`src/cdt_pkg.sv`:
```
/*
  cdt_pkg: shared constants and types of the compare output and dead-time unit.
  Assumes a 32-bit classic Wishbone register bus with byte addresses.
*/
// Function
// [RULE_01] force strobe applies the channel's compare action in non-PWM modes
// [RULE_02] forced action sets no flag and leaves the counter alone
// [RULE_03] a counter write blocks every compare match in the next timer cycle
// [RULE_04] compare output mode is unbuffered and acts from the next match
// [RULE_05] waveform output keeps its state across waveform mode changes
// [RULE_06] PWM with mode 01 gives a complementary pair with dead time
// [RULE_07] three independent dead-time generators, rise and fall delays separate
// [RULE_08] four-bit down counter times dead time, zero ends insertion
// [RULE_09] dead-time prescaler divides timer clock by 1, 2, 4 or 8
// [RULE_10] waveform edge starts dead time, rising output held until zero
// [RULE_11] counter loads rise or fall nibble by edge direction
// [RULE_12] upper nibble delays true rise, lower nibble delays complement rise
// [RULE_13] outputs lag waveform by at least one cycle at zero dead time
// [RULE_14] inversion bit inverts both pair outputs, both high in dead time
// [RULE_15] non-PWM mode only resynchronises the waveform by one cycle
// [RULE_16] PWM with mode other than 01 behaves like non-PWM path
// [RULE_17] reset clears the generator's compare outputs to zero
// [RULE_18] nonzero mode overrides port value, direction bit still gates pin
// [RULE_19] override depends only on a mode bit being set
// [RULE_20] mode zero makes no waveform change on a compare match
// [RULE_21] software sets the waveform level before enabling the pin
// [RULE_22] software avoids counter writes that equal a compare value
// [RULE_23] counter equal compare value signals a match, flag set next cycle
// [RULE_24] non-PWM match toggles, clears or sets by mode 01, 10, 11
// [RULE_25] fast PWM non-inverting clears on match, sets on wrap; inverting opposite
// [RULE_26] a new waveform edge restarts a running dead-time count
// [RULE_27] force strobes are one-cycle pulses and read back zero
package cdt_pkg;
  localparam int CDT_NCH = 3;
  // register byte offsets
  localparam logic [7:0] CDT_OFS_CTRL = 8'h00;
  localparam logic [7:0] CDT_OFS_MODE = 8'h04;
  localparam logic [7:0] CDT_OFS_FORCE = 8'h08;
  localparam logic [7:0] CDT_OFS_COUNT = 8'h0C;
  localparam logic [7:0] CDT_OFS_CMP0 = 8'h10;
  localparam logic [7:0] CDT_OFS_CMP1 = 8'h14;
  localparam logic [7:0] CDT_OFS_CMP2 = 8'h18;
  localparam logic [7:0] CDT_OFS_TOP = 8'h1C;
  localparam logic [7:0] CDT_OFS_DT = 8'h20;
  localparam logic [7:0] CDT_OFS_PORT = 8'h24;
  localparam logic [7:0] CDT_OFS_STAT = 8'h28;
  // control, status and port field positions
  localparam int CDT_CTRL_PWM = 0;
  localparam int CDT_CTRL_INV = 1;
  localparam int CDT_CTRL_PS_LO = 2;
  localparam int CDT_CTRL_RUN = 4;
  localparam int CDT_STAT_WAVE = 4;
  localparam int CDT_STAT_PIN = 8;
  localparam int CDT_PORT_VAL = 8;
  // compare output modes
  localparam logic [1:0] CDT_MODE_OFF = 2'h0;
  localparam logic [1:0] CDT_MODE_TGL = 2'h1;
  localparam logic [1:0] CDT_MODE_CLR = 2'h2;
  localparam logic [1:0] CDT_MODE_SET = 2'h3;
  // reset values
  localparam logic [7:0] CDT_RST_TOP = 8'hFF;
  localparam logic [7:0] CDT_RST_DT = 8'h00;
  typedef enum logic [1:0] {CDT_BUS_IDLE = 2'h0, CDT_BUS_ACK = 2'h1} cdt_bus_st_t;
  typedef struct packed {
    logic [3:0] rise;
    logic [3:0] fall;
  } cdt_dt_cfg_t;
endpackage

```
`src/cdt_prescaler.sv`:
```
/*
  cdt_prescaler: one-cycle tick every 1, 2, 4 or 8 timer clocks.
  Assumes the timer clock is clk_i.
*/
`timescale 1ns/1ps
`default_nettype none
module cdt_prescaler import cdt_pkg::*; (
  input wire logic clk_i,
  input wire logic rst_i,
  input wire logic [1:0] sel_i,
  output logic tick_o
);
  logic [2:0] cnt_reg;
  logic [2:0] mask;
  // mask of low bits that must be zero for a tick
  assign mask = 3'((4'h1 << sel_i) - 4'h1);
  assign tick_o = ((cnt_reg & mask) == 3'h0); // [RULE_09]
  always_ff @(posedge clk_i) begin
    if (rst_i) begin
      cnt_reg <= 3'h0;
    end else begin
      cnt_reg <= cnt_reg + 3'h1;
    end
  end
endmodule
`default_nettype wire

```
`src/cdt_deadtime.sv`:
```
/*
  cdt_deadtime: one dead-time generator turning a waveform into a pin pair.
  Assumes wave_i comes from a flop on clk_i and tick_i from the prescaler.
*/
`timescale 1ns/1ps
`default_nettype none
module cdt_deadtime import cdt_pkg::*; (
  input wire logic clk_i,
  input wire logic rst_i,
  input wire logic wave_i,
  input wire logic tick_i,
  input wire logic en_i,
  input wire logic inv_i,
  input wire cdt_dt_cfg_t cfg_i,
  output logic true_o,
  output logic comp_o
);
  logic wave_d_reg;
  logic [3:0] cnt_reg;
  logic [3:0] cnt_next;
  logic edge_w;
  logic busy_w;
  logic true_next;
  logic comp_next;
  //////////////////////////////////////////////////////////////////////
  // edge detect and reload, a new edge restarts the count
  assign edge_w = wave_i ^ wave_d_reg; // [RULE_10]
  assign cnt_next = (edge_w && en_i) ? (wave_i ? cfg_i.rise : cfg_i.fall) : // [RULE_11] [RULE_12] [RULE_26]
                    ((cnt_reg != 4'h0) && tick_i) ? cnt_reg - 4'h1 : cnt_reg; // [RULE_08]
  assign busy_w = (cnt_next != 4'h0); // [RULE_08]
  // rising edges wait for zero, falling edges pass at once
  assign true_next = en_i ? ((wave_i & ~busy_w) ^ inv_i) : wave_i; // [RULE_06] [RULE_14] [RULE_16]
  assign comp_next = en_i ? ((~wave_i & ~busy_w) ^ inv_i) : ~wave_i; // [RULE_14]
  // outputs registered, so they lag the waveform by a cycle
  always_ff @(posedge clk_i) begin
    if (rst_i) begin
      wave_d_reg <= 1'b0;
      cnt_reg <= 4'h0;
      true_o <= 1'b0; // [RULE_17]
      comp_o <= 1'b0;
    end else begin
      wave_d_reg <= wave_i;
      cnt_reg <= en_i ? cnt_next : 4'h0;
      true_o <= true_next; // [RULE_13] [RULE_15]
      comp_o <= comp_next;
    end
  end
  //////////////////////////////////////////////////////////////////////
  property p_reset_low;
    @(posedge clk_i) disable iff (rst_i) $fell(rst_i) |-> !true_o && !comp_o;
  endproperty
  a_reset_low: assert property (p_reset_low) else $error("outputs not cleared by reset"); // [RULE_17]
  property p_sync_lag;
    @(posedge clk_i) disable iff (rst_i) !en_i |=> true_o == $past(wave_i);
  endproperty
  a_sync_lag: assert property (p_sync_lag) else $error("true output not one cycle late"); // [RULE_15]
  property p_no_overlap;
    @(posedge clk_i) disable iff (rst_i) (en_i && !inv_i) |=> !(true_o && comp_o);
  endproperty
  a_no_overlap: assert property (p_no_overlap) else $error("pair outputs overlap"); // [RULE_10]
  c_dead_time: cover property (@(posedge clk_i) disable iff (rst_i) en_i && edge_w && busy_w);
endmodule
`default_nettype wire

```
`src/cdt_top.sv`:
```
/*
  cdt_top: compare outputs, force strobes, match blocking and three
  dead-time generators, registers reached over classic Wishbone.
  Assumes the timer clock is clk_i and reset is synchronous active high.
*/
// Our own choices: register access over Wishbone and the register offsets.
`timescale 1ns/1ps
`default_nettype none
module cdt_top import cdt_pkg::*; #(
  parameter int NCH = CDT_NCH
) (
  input wire logic clk_i,
  input wire logic rst_i,
  input wire logic cyc_i,
  input wire logic stb_i,
  input wire logic we_i,
  input wire logic [7:0] adr_i,
  input wire logic [3:0] sel_i,
  input wire logic [31:0] dat_i,
  output logic [31:0] dat_o,
  output logic ack_o,
  output logic [NCH-1:0] pin_true_o,
  output logic [NCH-1:0] pin_true_oe_o,
  output logic [NCH-1:0] pin_comp_o,
  output logic [NCH-1:0] pin_comp_oe_o,
  output logic [NCH-1:0] compare_match_flag_o
);
  //////////////////////////////////////////////////////////////////////
  // registers
  logic pwm_reg;
  logic pwm_inversion_bit_reg;
  logic [1:0] dead_time_prescale_sel_reg;
  logic run_reg;
  logic [2*NCH-1:0] mode_reg;
  logic [NCH-1:0] force_reg;
  logic [7:0] timer_count_value_reg;
  logic [7:0] cmp_reg [NCH];
  logic [7:0] top_compare_value_reg;
  logic [7:0] dead_time_register_reg;
  logic [2*NCH-1:0] compare_pin_direction_bit_reg;
  logic [2*NCH-1:0] port_value_reg;
  logic [NCH-1:0] waveform_output_reg;
  logic blocked_reg;
  cdt_bus_st_t bus_st_reg;
  cdt_bus_st_t bus_st_next;
  logic [31:0] rdata_next;
  //////////////////////////////////////////////////////////////////////
  // bus decode
  logic req_w;
  logic wr_w;
  logic lane0_w;
  logic lane1_w;
  logic hit_ctrl;
  logic hit_mode;
  logic hit_force;
  logic hit_count;
  logic hit_top;
  logic hit_dt;
  logic hit_port;
  logic hit_stat;
  logic [NCH-1:0] hit_cmp;
  assign req_w = cyc_i && stb_i;
  assign wr_w = req_w && we_i && (bus_st_reg == CDT_BUS_ACK);
  assign lane0_w = sel_i[0];
  assign lane1_w = sel_i[1];
  assign hit_ctrl = (adr_i == CDT_OFS_CTRL);
  assign hit_mode = (adr_i == CDT_OFS_MODE);
  assign hit_force = (adr_i == CDT_OFS_FORCE);
  assign hit_count = (adr_i == CDT_OFS_COUNT);
  assign hit_top = (adr_i == CDT_OFS_TOP);
  assign hit_dt = (adr_i == CDT_OFS_DT);
  assign hit_port = (adr_i == CDT_OFS_PORT);
  assign hit_stat = (adr_i == CDT_OFS_STAT);
  assign hit_cmp[0] = (adr_i == CDT_OFS_CMP0);
  assign hit_cmp[1] = (adr_i == CDT_OFS_CMP1);
  assign hit_cmp[2] = (adr_i == CDT_OFS_CMP2);
  // ack one cycle after the request, dropped the cycle after
  assign bus_st_next = (req_w && bus_st_reg == CDT_BUS_IDLE) ? CDT_BUS_ACK : CDT_BUS_IDLE;
  always_ff @(posedge clk_i) begin
    if (rst_i) begin
      bus_st_reg <= CDT_BUS_IDLE;
      ack_o <= 1'b0;
      dat_o <= 32'h0;
    end else begin
      bus_st_reg <= bus_st_next;
      ack_o <= (bus_st_next == CDT_BUS_ACK);
      dat_o <= rdata_next;
    end
  end
  //////////////////////////////////////////////////////////////////////
  // timer counter and compare matches
  logic [NCH-1:0] match_w;
  logic wrap_w;
  logic cnt_wr_w;
  assign cnt_wr_w = wr_w && hit_count && lane0_w;
  assign wrap_w = run_reg && (timer_count_value_reg == top_compare_value_reg) && !cnt_wr_w;
  genvar g;
  generate
    for (g = 0; g < NCH; g++) begin : g_match
      assign match_w[g] = (timer_count_value_reg == cmp_reg[g]) && !blocked_reg; // [RULE_03] [RULE_23]
    end
  endgenerate
  // a counter write wins over counting and blocks the next cycle's match
  always_ff @(posedge clk_i) begin
    if (rst_i) begin
      timer_count_value_reg <= 8'h00;
      blocked_reg <= 1'b0;
    end else begin
      blocked_reg <= cnt_wr_w; // [RULE_03]
      if (cnt_wr_w) begin
        timer_count_value_reg <= dat_i[7:0];
      end else if (wrap_w) begin
        timer_count_value_reg <= 8'h00;
      end else if (run_reg) begin
        timer_count_value_reg <= timer_count_value_reg + 8'h01;
      end
    end
  end
  //////////////////////////////////////////////////////////////////////
  // waveform action for one channel
  function automatic logic wave_act(input logic [1:0] mode, input logic pwm,
                                    input logic hit, input logic wrap, input logic cur);
    logic r;
    r = cur;
    if (!pwm) begin
      if (hit) begin
        case (mode)
          CDT_MODE_TGL: r = ~cur; // [RULE_24]
          CDT_MODE_CLR: r = 1'b0;
          CDT_MODE_SET: r = 1'b1;
          default: r = cur; // [RULE_20]
        endcase
      end
    end else if (mode != CDT_MODE_OFF) begin
      // complementary and non-inverting clear on match, set at wrap
      if (hit) begin
        r = (mode == CDT_MODE_SET); // [RULE_25]
      end else if (wrap) begin
        r = (mode != CDT_MODE_SET);
      end
    end
    return r;
  endfunction
  logic [NCH-1:0] wave_next;
  logic [NCH-1:0] flag_next;
  logic [NCH-1:0] flag_clr_w;
  assign flag_clr_w = (wr_w && hit_stat && lane0_w) ? dat_i[NCH-1:0] : '0;
  generate
    for (g = 0; g < NCH; g++) begin : g_wave
      // the mode field is read live, force counts as a match only outside PWM
      assign wave_next[g] = wave_act(mode_reg[2*g +: 2], pwm_reg, // [RULE_04] [RULE_05]
                                     match_w[g] || (force_reg[g] && !pwm_reg), // [RULE_01]
                                     wrap_w, waveform_output_reg[g]);
      // set wins over the write-one clear; force never sets the flag
      assign flag_next[g] = match_w[g] || (compare_match_flag_o[g] && !flag_clr_w[g]); // [RULE_02]
    end
  endgenerate
  always_ff @(posedge clk_i) begin
    if (rst_i) begin
      waveform_output_reg <= '0;
      compare_match_flag_o <= '0;
    end else begin
      waveform_output_reg <= wave_next;
      compare_match_flag_o <= flag_next; // [RULE_23]
    end
  end
  //////////////////////////////////////////////////////////////////////
  // software writes
  always_ff @(posedge clk_i) begin
    if (rst_i) begin
      pwm_reg <= 1'b0;
      pwm_inversion_bit_reg <= 1'b0;
      dead_time_prescale_sel_reg <= 2'h0;
      run_reg <= 1'b0;
      mode_reg <= '0;
      force_reg <= '0;
      top_compare_value_reg <= CDT_RST_TOP;
      dead_time_register_reg <= CDT_RST_DT;
      compare_pin_direction_bit_reg <= '0;
      port_value_reg <= '0;
      for (int i = 0; i < NCH; i++) begin
        cmp_reg[i] <= 8'h00;
      end
    end else begin
      force_reg <= (wr_w && hit_force && lane0_w) ? dat_i[NCH-1:0] : '0; // [RULE_27]
      if (wr_w && hit_ctrl && lane0_w) begin
        pwm_reg <= dat_i[CDT_CTRL_PWM];
        pwm_inversion_bit_reg <= dat_i[CDT_CTRL_INV];
        dead_time_prescale_sel_reg <= dat_i[CDT_CTRL_PS_LO +: 2];
        run_reg <= dat_i[CDT_CTRL_RUN];
      end
      if (wr_w && hit_mode && lane0_w) begin
        mode_reg <= dat_i[2*NCH-1:0];
      end
      if (wr_w && hit_top && lane0_w) begin
        top_compare_value_reg <= dat_i[7:0];
      end
      if (wr_w && hit_dt && lane0_w) begin
        dead_time_register_reg <= dat_i[7:0];
      end
      if (wr_w && hit_port && lane0_w) begin
        compare_pin_direction_bit_reg <= dat_i[2*NCH-1:0];
      end
      if (wr_w && hit_port && lane1_w) begin
        port_value_reg <= dat_i[CDT_PORT_VAL +: 2*NCH];
      end
      for (int i = 0; i < NCH; i++) begin
        if (wr_w && hit_cmp[i] && lane0_w) begin
          cmp_reg[i] <= dat_i[7:0];
        end
      end
    end
  end
  //////////////////////////////////////////////////////////////////////
  // dead-time generators
  logic dt_tick;
  logic [NCH-1:0] oc_true;
  logic [NCH-1:0] oc_comp;
  cdt_dt_cfg_t dt_cfg;
  assign dt_cfg.rise = dead_time_register_reg[7:4]; // [RULE_12]
  assign dt_cfg.fall = dead_time_register_reg[3:0];
  cdt_prescaler u_ps (
    .clk_i(clk_i),
    .rst_i(rst_i),
    .sel_i(dead_time_prescale_sel_reg),
    .tick_o(dt_tick)
  );
  generate
    for (g = 0; g < NCH; g++) begin : g_dt
      cdt_deadtime u_dt ( // [RULE_07]
        .clk_i(clk_i),
        .rst_i(rst_i),
        .wave_i(waveform_output_reg[g]),
        .tick_i(dt_tick),
        .en_i(pwm_reg && (mode_reg[2*g +: 2] == CDT_MODE_TGL)), // [RULE_06] [RULE_16]
        .inv_i(pwm_inversion_bit_reg),
        .cfg_i(dt_cfg),
        .true_o(oc_true[g]),
        .comp_o(oc_comp[g])
      );
    end
  endgenerate
  //////////////////////////////////////////////////////////////////////
  // port override, direction bits drive the enables
  logic [NCH-1:0] ovr_w;
  generate
    for (g = 0; g < NCH; g++) begin : g_pin
      assign ovr_w[g] = |mode_reg[2*g +: 2]; // [RULE_19]
    end
  endgenerate
  always_ff @(posedge clk_i) begin
    if (rst_i) begin
      pin_true_o <= '0;
      pin_comp_o <= '0;
      pin_true_oe_o <= '0;
      pin_comp_oe_o <= '0;
    end else begin
      for (int i = 0; i < NCH; i++) begin
        pin_true_o[i] <= ovr_w[i] ? oc_true[i] : port_value_reg[2*i]; // [RULE_18]
        pin_comp_o[i] <= ovr_w[i] ? oc_comp[i] : port_value_reg[2*i+1];
        pin_true_oe_o[i] <= compare_pin_direction_bit_reg[2*i];
        pin_comp_oe_o[i] <= compare_pin_direction_bit_reg[2*i+1];
      end
    end
  end
  //////////////////////////////////////////////////////////////////////
  // read mux, unmapped reads return zero
  always_comb begin
    rdata_next = 32'h0;
    if (bus_st_next == CDT_BUS_ACK && !we_i) begin
      if (hit_ctrl) begin
        rdata_next[CDT_CTRL_PWM] = pwm_reg;
        rdata_next[CDT_CTRL_INV] = pwm_inversion_bit_reg;
        rdata_next[CDT_CTRL_PS_LO +: 2] = dead_time_prescale_sel_reg;
        rdata_next[CDT_CTRL_RUN] = run_reg;
      end
      if (hit_mode) rdata_next[2*NCH-1:0] = mode_reg;
      if (hit_count) rdata_next[7:0] = timer_count_value_reg;
      if (hit_top) rdata_next[7:0] = top_compare_value_reg;
      if (hit_dt) rdata_next[7:0] = dead_time_register_reg;
      if (hit_port) begin
        rdata_next[2*NCH-1:0] = compare_pin_direction_bit_reg;
        rdata_next[CDT_PORT_VAL +: 2*NCH] = port_value_reg;
      end
      if (hit_stat) begin
        rdata_next[NCH-1:0] = compare_match_flag_o;
        rdata_next[CDT_STAT_WAVE +: NCH] = waveform_output_reg;
        rdata_next[CDT_STAT_PIN +: NCH] = oc_true;
      end
      for (int i = 0; i < NCH; i++) begin
        if (hit_cmp[i]) rdata_next[7:0] = cmp_reg[i];
      end
    end
  end
  //////////////////////////////////////////////////////////////////////
  // checks
  property p_force_noflag;
    @(posedge clk_i) disable iff (rst_i)
      force_reg[0] && !match_w[0] && !compare_match_flag_o[0] |=> !compare_match_flag_o[0];
  endproperty
  a_force_noflag: assert property (p_force_noflag) else $error("force set a flag"); // [RULE_02]
  property p_block;
    @(posedge clk_i) disable iff (rst_i) cnt_wr_w |=> match_w == '0;
  endproperty
  a_block: assert property (p_block) else $error("match after counter write"); // [RULE_03]
  property p_flag;
    @(posedge clk_i) disable iff (rst_i) match_w[0] |=> compare_match_flag_o[0];
  endproperty
  a_flag: assert property (p_flag) else $error("flag not set after match"); // [RULE_23]
  property p_toggle;
    @(posedge clk_i) disable iff (rst_i)
      !pwm_reg && mode_reg[1:0] == CDT_MODE_TGL && match_w[0]
      |=> waveform_output_reg[0] != $past(waveform_output_reg[0]);
  endproperty
  a_toggle: assert property (p_toggle) else $error("no toggle on match"); // [RULE_24]
  property p_mode_off;
    @(posedge clk_i) disable iff (rst_i)
      mode_reg[1:0] == CDT_MODE_OFF |=> $stable(waveform_output_reg[0]);
  endproperty
  a_mode_off: assert property (p_mode_off) else $error("waveform moved with mode zero"); // [RULE_20]
  property p_force_clr;
    @(posedge clk_i) disable iff (rst_i)
      !pwm_reg && force_reg[0] && mode_reg[1:0] == CDT_MODE_CLR |=> !waveform_output_reg[0];
  endproperty
  a_force_clr: assert property (p_force_clr) else $error("force did not clear"); // [RULE_01]
  c_force: cover property (@(posedge clk_i) disable iff (rst_i) force_reg[0] && !pwm_reg);
  c_blocked: cover property (@(posedge clk_i) disable iff (rst_i)
    blocked_reg && timer_count_value_reg == cmp_reg[0]);
  // strobes never stand a second cycle, the bus cannot write twice in a row
  property p_force_pulse;
    @(posedge clk_i) disable iff (rst_i) force_reg != '0 |=> force_reg == '0;
  endproperty
  a_force_pulse: assert property (p_force_pulse) else $error("force strobe held"); // [RULE_27]
  // a cpu write to the counter beats counting and wrapping
  property p_count_write;
    @(posedge clk_i) disable iff (rst_i) cnt_wr_w |=> timer_count_value_reg == $past(dat_i[7:0]);
  endproperty
  a_count_write: assert property (p_count_write) else $error("counter write lost"); // [RULE_03]
  // override set means the pin follows the generator one cycle later
  property p_pin_ovr;
    @(posedge clk_i) disable iff (rst_i) ovr_w[0] |=> pin_true_o[0] == $past(oc_true[0]);
  endproperty
  a_pin_ovr: assert property (p_pin_ovr) else $error("pin not from compare output"); // [RULE_18]
  // complementary mode sets the waveform when the counter wraps
  property p_pwm_wrap;
    @(posedge clk_i) disable iff (rst_i)
      pwm_reg && mode_reg[1:0] == CDT_MODE_TGL && wrap_w && !match_w[0] |=> waveform_output_reg[0];
  endproperty
  a_pwm_wrap: assert property (p_pwm_wrap) else $error("waveform not set at wrap"); // [RULE_25]
  c_pwm_wrap: cover property (@(posedge clk_i) disable iff (rst_i) pwm_reg && wrap_w);
endmodule
`default_nettype wire

```
`config.mk`:
```
export PLATFORM = sky130hd
export DESIGN_NAME = cdt_top
export DESIGN_NICKNAME = d
export VERILOG_FILES = /design/src/cdt_pkg.sv /design/src/cdt_prescaler.sv /design/src/cdt_deadtime.sv /design/src/cdt_top.sv
export SDC_FILE = /design/constraint.sdc
export NUM_CORES = 1
export LEC_CHECK = 0
export ABC_AREA = 1
export BUFFER_PORTS_ARGS = -buffer_cell sky130_fd_sc_hd__buf_2
export CORE_MARGIN = 2
export CORE_UTILIZATION = 30
export CTS_BUF_LIST = sky130_fd_sc_hd__clkbuf_4
export DETAILED_ROUTE_END_ITERATION = 8
export MAX_ROUTING_LAYER = met4
export PLACE_DENSITY = 0.44
export REMOVE_ABC_BUFFERS = 1
export SYNTH_ARGS = -nofsm -noshare
export SYNTH_HDL_FRONTEND = slang
export SYNTH_HIERARCHICAL = 1
export SYNTH_SLANG_ARGS = --single-unit
```
`constraint.sdc`:
```
create_clock -name clk_i -period 2.45 [get_ports clk_i]
set_input_delay 0.49 -clock clk_i [delete_from_list [all_inputs] [get_ports clk_i]]
set_output_delay 0.49 -clock clk_i [all_outputs]
set_load 0.005 [all_outputs]
```
==> flow_summary.ini <==
[outcome]
outcome = completed

[critical_path]
cp.arrival_ns = 2.54
path_common_cell = nand2_1
timing.critical_path.to_type = flip-flop
path_cells = inv_1 > nand2_1 > nand2_1 > inv_1 > nand2_1 > nor2_1 > nand3_1 > nand2_1 > nand2_1 > nand2_1 > nand2_1 > nand2_1 > nand2_1 > nor2_1
start_kind = flip-flop
critPathMaxFanout = 9
required_ns = 2.95
crit-reg2reg-launch = timer_count_value_reg[1]
criticalPathCategory = reg -> reg
critical_path.max_stage_delay_ns = 0.57
worstSetupStartpoint = timer_count_value_reg[1]
slowest_stage = dfxtp_1

[timing]
period_minus_slack_ns = 2.04
period_share_pct = 83.1
tns_ns = 0
max-slew-margin-rel_pct = 62.1
setup_viol = 0
clock_skew_ns = 0.0366
whs_ns = 0.203
rsz0062_at_grt = false
hold_viol = 0
tightest_slew_ns = 0.567
max_freq_ghz = 0.491
slew_viol_final = 0

[clocking]
cts_tree = yes
postCtsHoldBufs = 0
cts_buffer_depth = 2
clock_sinks = 132
clkLatencyLatePin_ns = 0.57
clk_pin_slew_worst_paths_ns = 0.14
cts-resized-gates = 0
cts_inserted_buffers = 17
postCtsSetupRepairBufs = 0
clockRootBuffer = clkbuf_4
cts_max_level = 4

[grt]
grt-ovfl-total = 0
grt_usage_pct = 18.7
grt_pass1_wl_um = 35300
grt_max_degree = 49
antenna_found_initial = 2
grt_pass1_vias = 6096

[detailed_routing]
drtIter0Drc = 481
drt_wl_total_um = 22800
num_vias = 6527
wl_per_cell_um = 16.1
viasPerCell = 4.61
drtAntennaViolNets = 0
remaining_drc_errors = 0
firstDrtPassIters = 5

[yosys]
synth_edf_count = 24
synth_top_area_cell = dfxtp_1
yosysSeqAreaShare_pct = 39.6
yosysWarnings = 6
yosys_register_bits = 132
synth_cells = 1002
yosysTopAreaCellShare_pct = 29.7
ys.flop_type = dfxtp_1
yosysMostFrequentCell = nand2_1
avgSynthCellArea_um2 = 7.27
synth_cell_types = 45
synth_common_cells = nand2_1 (230), inv_1 (124), nor2_1 (111)
async_flop_share_pct = 0
syn_area_um2 = 7280
synth_area_leaders = dfxtp_1 (30%), nand2_1 (12%), edfxtp_1 (9.9%), inv_1 (6.4%), nor2_1 (5.7%)

[place]
port_buffers = 58
dpl.hpwl_um = 17400
finalWeightedCongestion = 0.926

[worst_hold_path]
hp-start = stb_i
worstHoldPathType = in -> reg

[floorplanning]
dieArea_um2 = 25500
initial_core_util_pct = 30.2
num_rows = 57
coreArea_um2 = 24100
die_x_um = 160
die_y_um = 160
ioPinCount = 97

[finish]
drive_gt1_share_pct = 18.3
largest_reg_flops = 24
fillCellCount = 2707
synthToLayoutAreaGrowth_pct = 13.9
num-nets-final = 1139
post-route-util_pct = 34.4

[power_and_ir_drop]
peakVddDrop_mv = 0.217
powerDensity_nw_per_um2 = 509
power_frac_clock_pct = 42.0
power.net_switching_mw = 1.03
pwr-share-seq_pct = 53.1
sw_frac_of_total_pct = 24.4
combPwrFrac_pct = 4.9
internal_power_mw = 3.19
p_leak_nw = 3.83

[run]
cap_viol_max_count = 0
worst max-delay path: cells and delay by family (launching register included):
family | cells | cell delay (ns)
buffers and inverters | 2 | 0.29
DFF | 1 | 0.57
and+or+nand+nor | 12 | 1.13
power by group through the flow:
| stage | logic (mW) | clock network, mW | registers, mW |
|---|---|---|---|
| finish | 0.207 | 1.77 | 2.24 |
| CTS | 0.209 | 1.83 | 2.24 |
| global placement | 0.209 | 0 | 2.29 |
| global route | 0.230 | 1.92 | 2.25 |
| detailed placement | 0.208 | 0 | 2.29 |
| floorplan | 0.100 | 0 | 2.29 |
metrics by stage:
step	area (µm²)	setup WS [ns]	power, mW	instances
2_1_floorplan	7050	0.333	2.39	975
3_3_place_gp	7960	0.335	2.50	1384
3_5_place_dp	7960	0.317	2.50	1384
4_1_cts	8290	0.420	4.29	1415
5_1_grt	8300	0.176	4.40	1417
6_report	8300	0.413	4.22	1417
final cells by class:
class	instances	area, µm²	share of cell area [%]
inverters	143	558	6.73
clock inverters	14	208	2.50
flip-flops and latches	132	2880	34.8
diodes	2	5.00	0.0603
clock buffers	17	128	1.54
repair buffers	85	493	5.94
multi-input cells	700	3620	43.6
well taps	324	405	4.89
cell usage in the layout (no fill, tap or decap), types with 23 or more instances in the layout:
cell and n:
o21ai_0 65, inv_1 124, buf_2 58, nand2_1 230, buf_4 27, nand3_1 51, a21oi_1 74, edfxtp_1 24
nand4_1 23, dfxtp_1 108, nor2_1 111
worst paths after layout:
check	endpoint	slack (ns)	cells past startpoint
worst max-delay path	waveform_output_reg[0]	0.41	14
worst max register to register	waveform_output_reg[0]	0.41	14
worst min register to register	pin_comp_oe_o[2]	0.43	2
worst min-delay path	ack_o	0.20	3
kinds of logic after synthesis:
kind of cell / count (synthesis) / share of synthesized area (%)
AND/OR/NAND/NOR: 482 / 31.7
buffers and inverters: 187 / 11.7
AO/OA/AOI/OAI: 179 / 13.8
flip-flops: 132 / 39.6
adder cells (fa/ha/maj): 11 / 1.89
XOR/XNOR: 10 / 1.20
other: 1 / 0.0515
layer usage:
metal | global-route usage (%) | routed length, µm | share of wire, % | up-vias
met2 | 29.5 | 10600 | 46 | 149
met1 | 24.2 | 10700 | 47 | 2996
met4 | 6.14 | 522 | 2.3 | 0
met3 | 3.48 | 975 | 4.3 | 21
met5 | - | 0 | 0 | -
li1 | - | - | - | 3361
(Power assumes the default switching activity.)
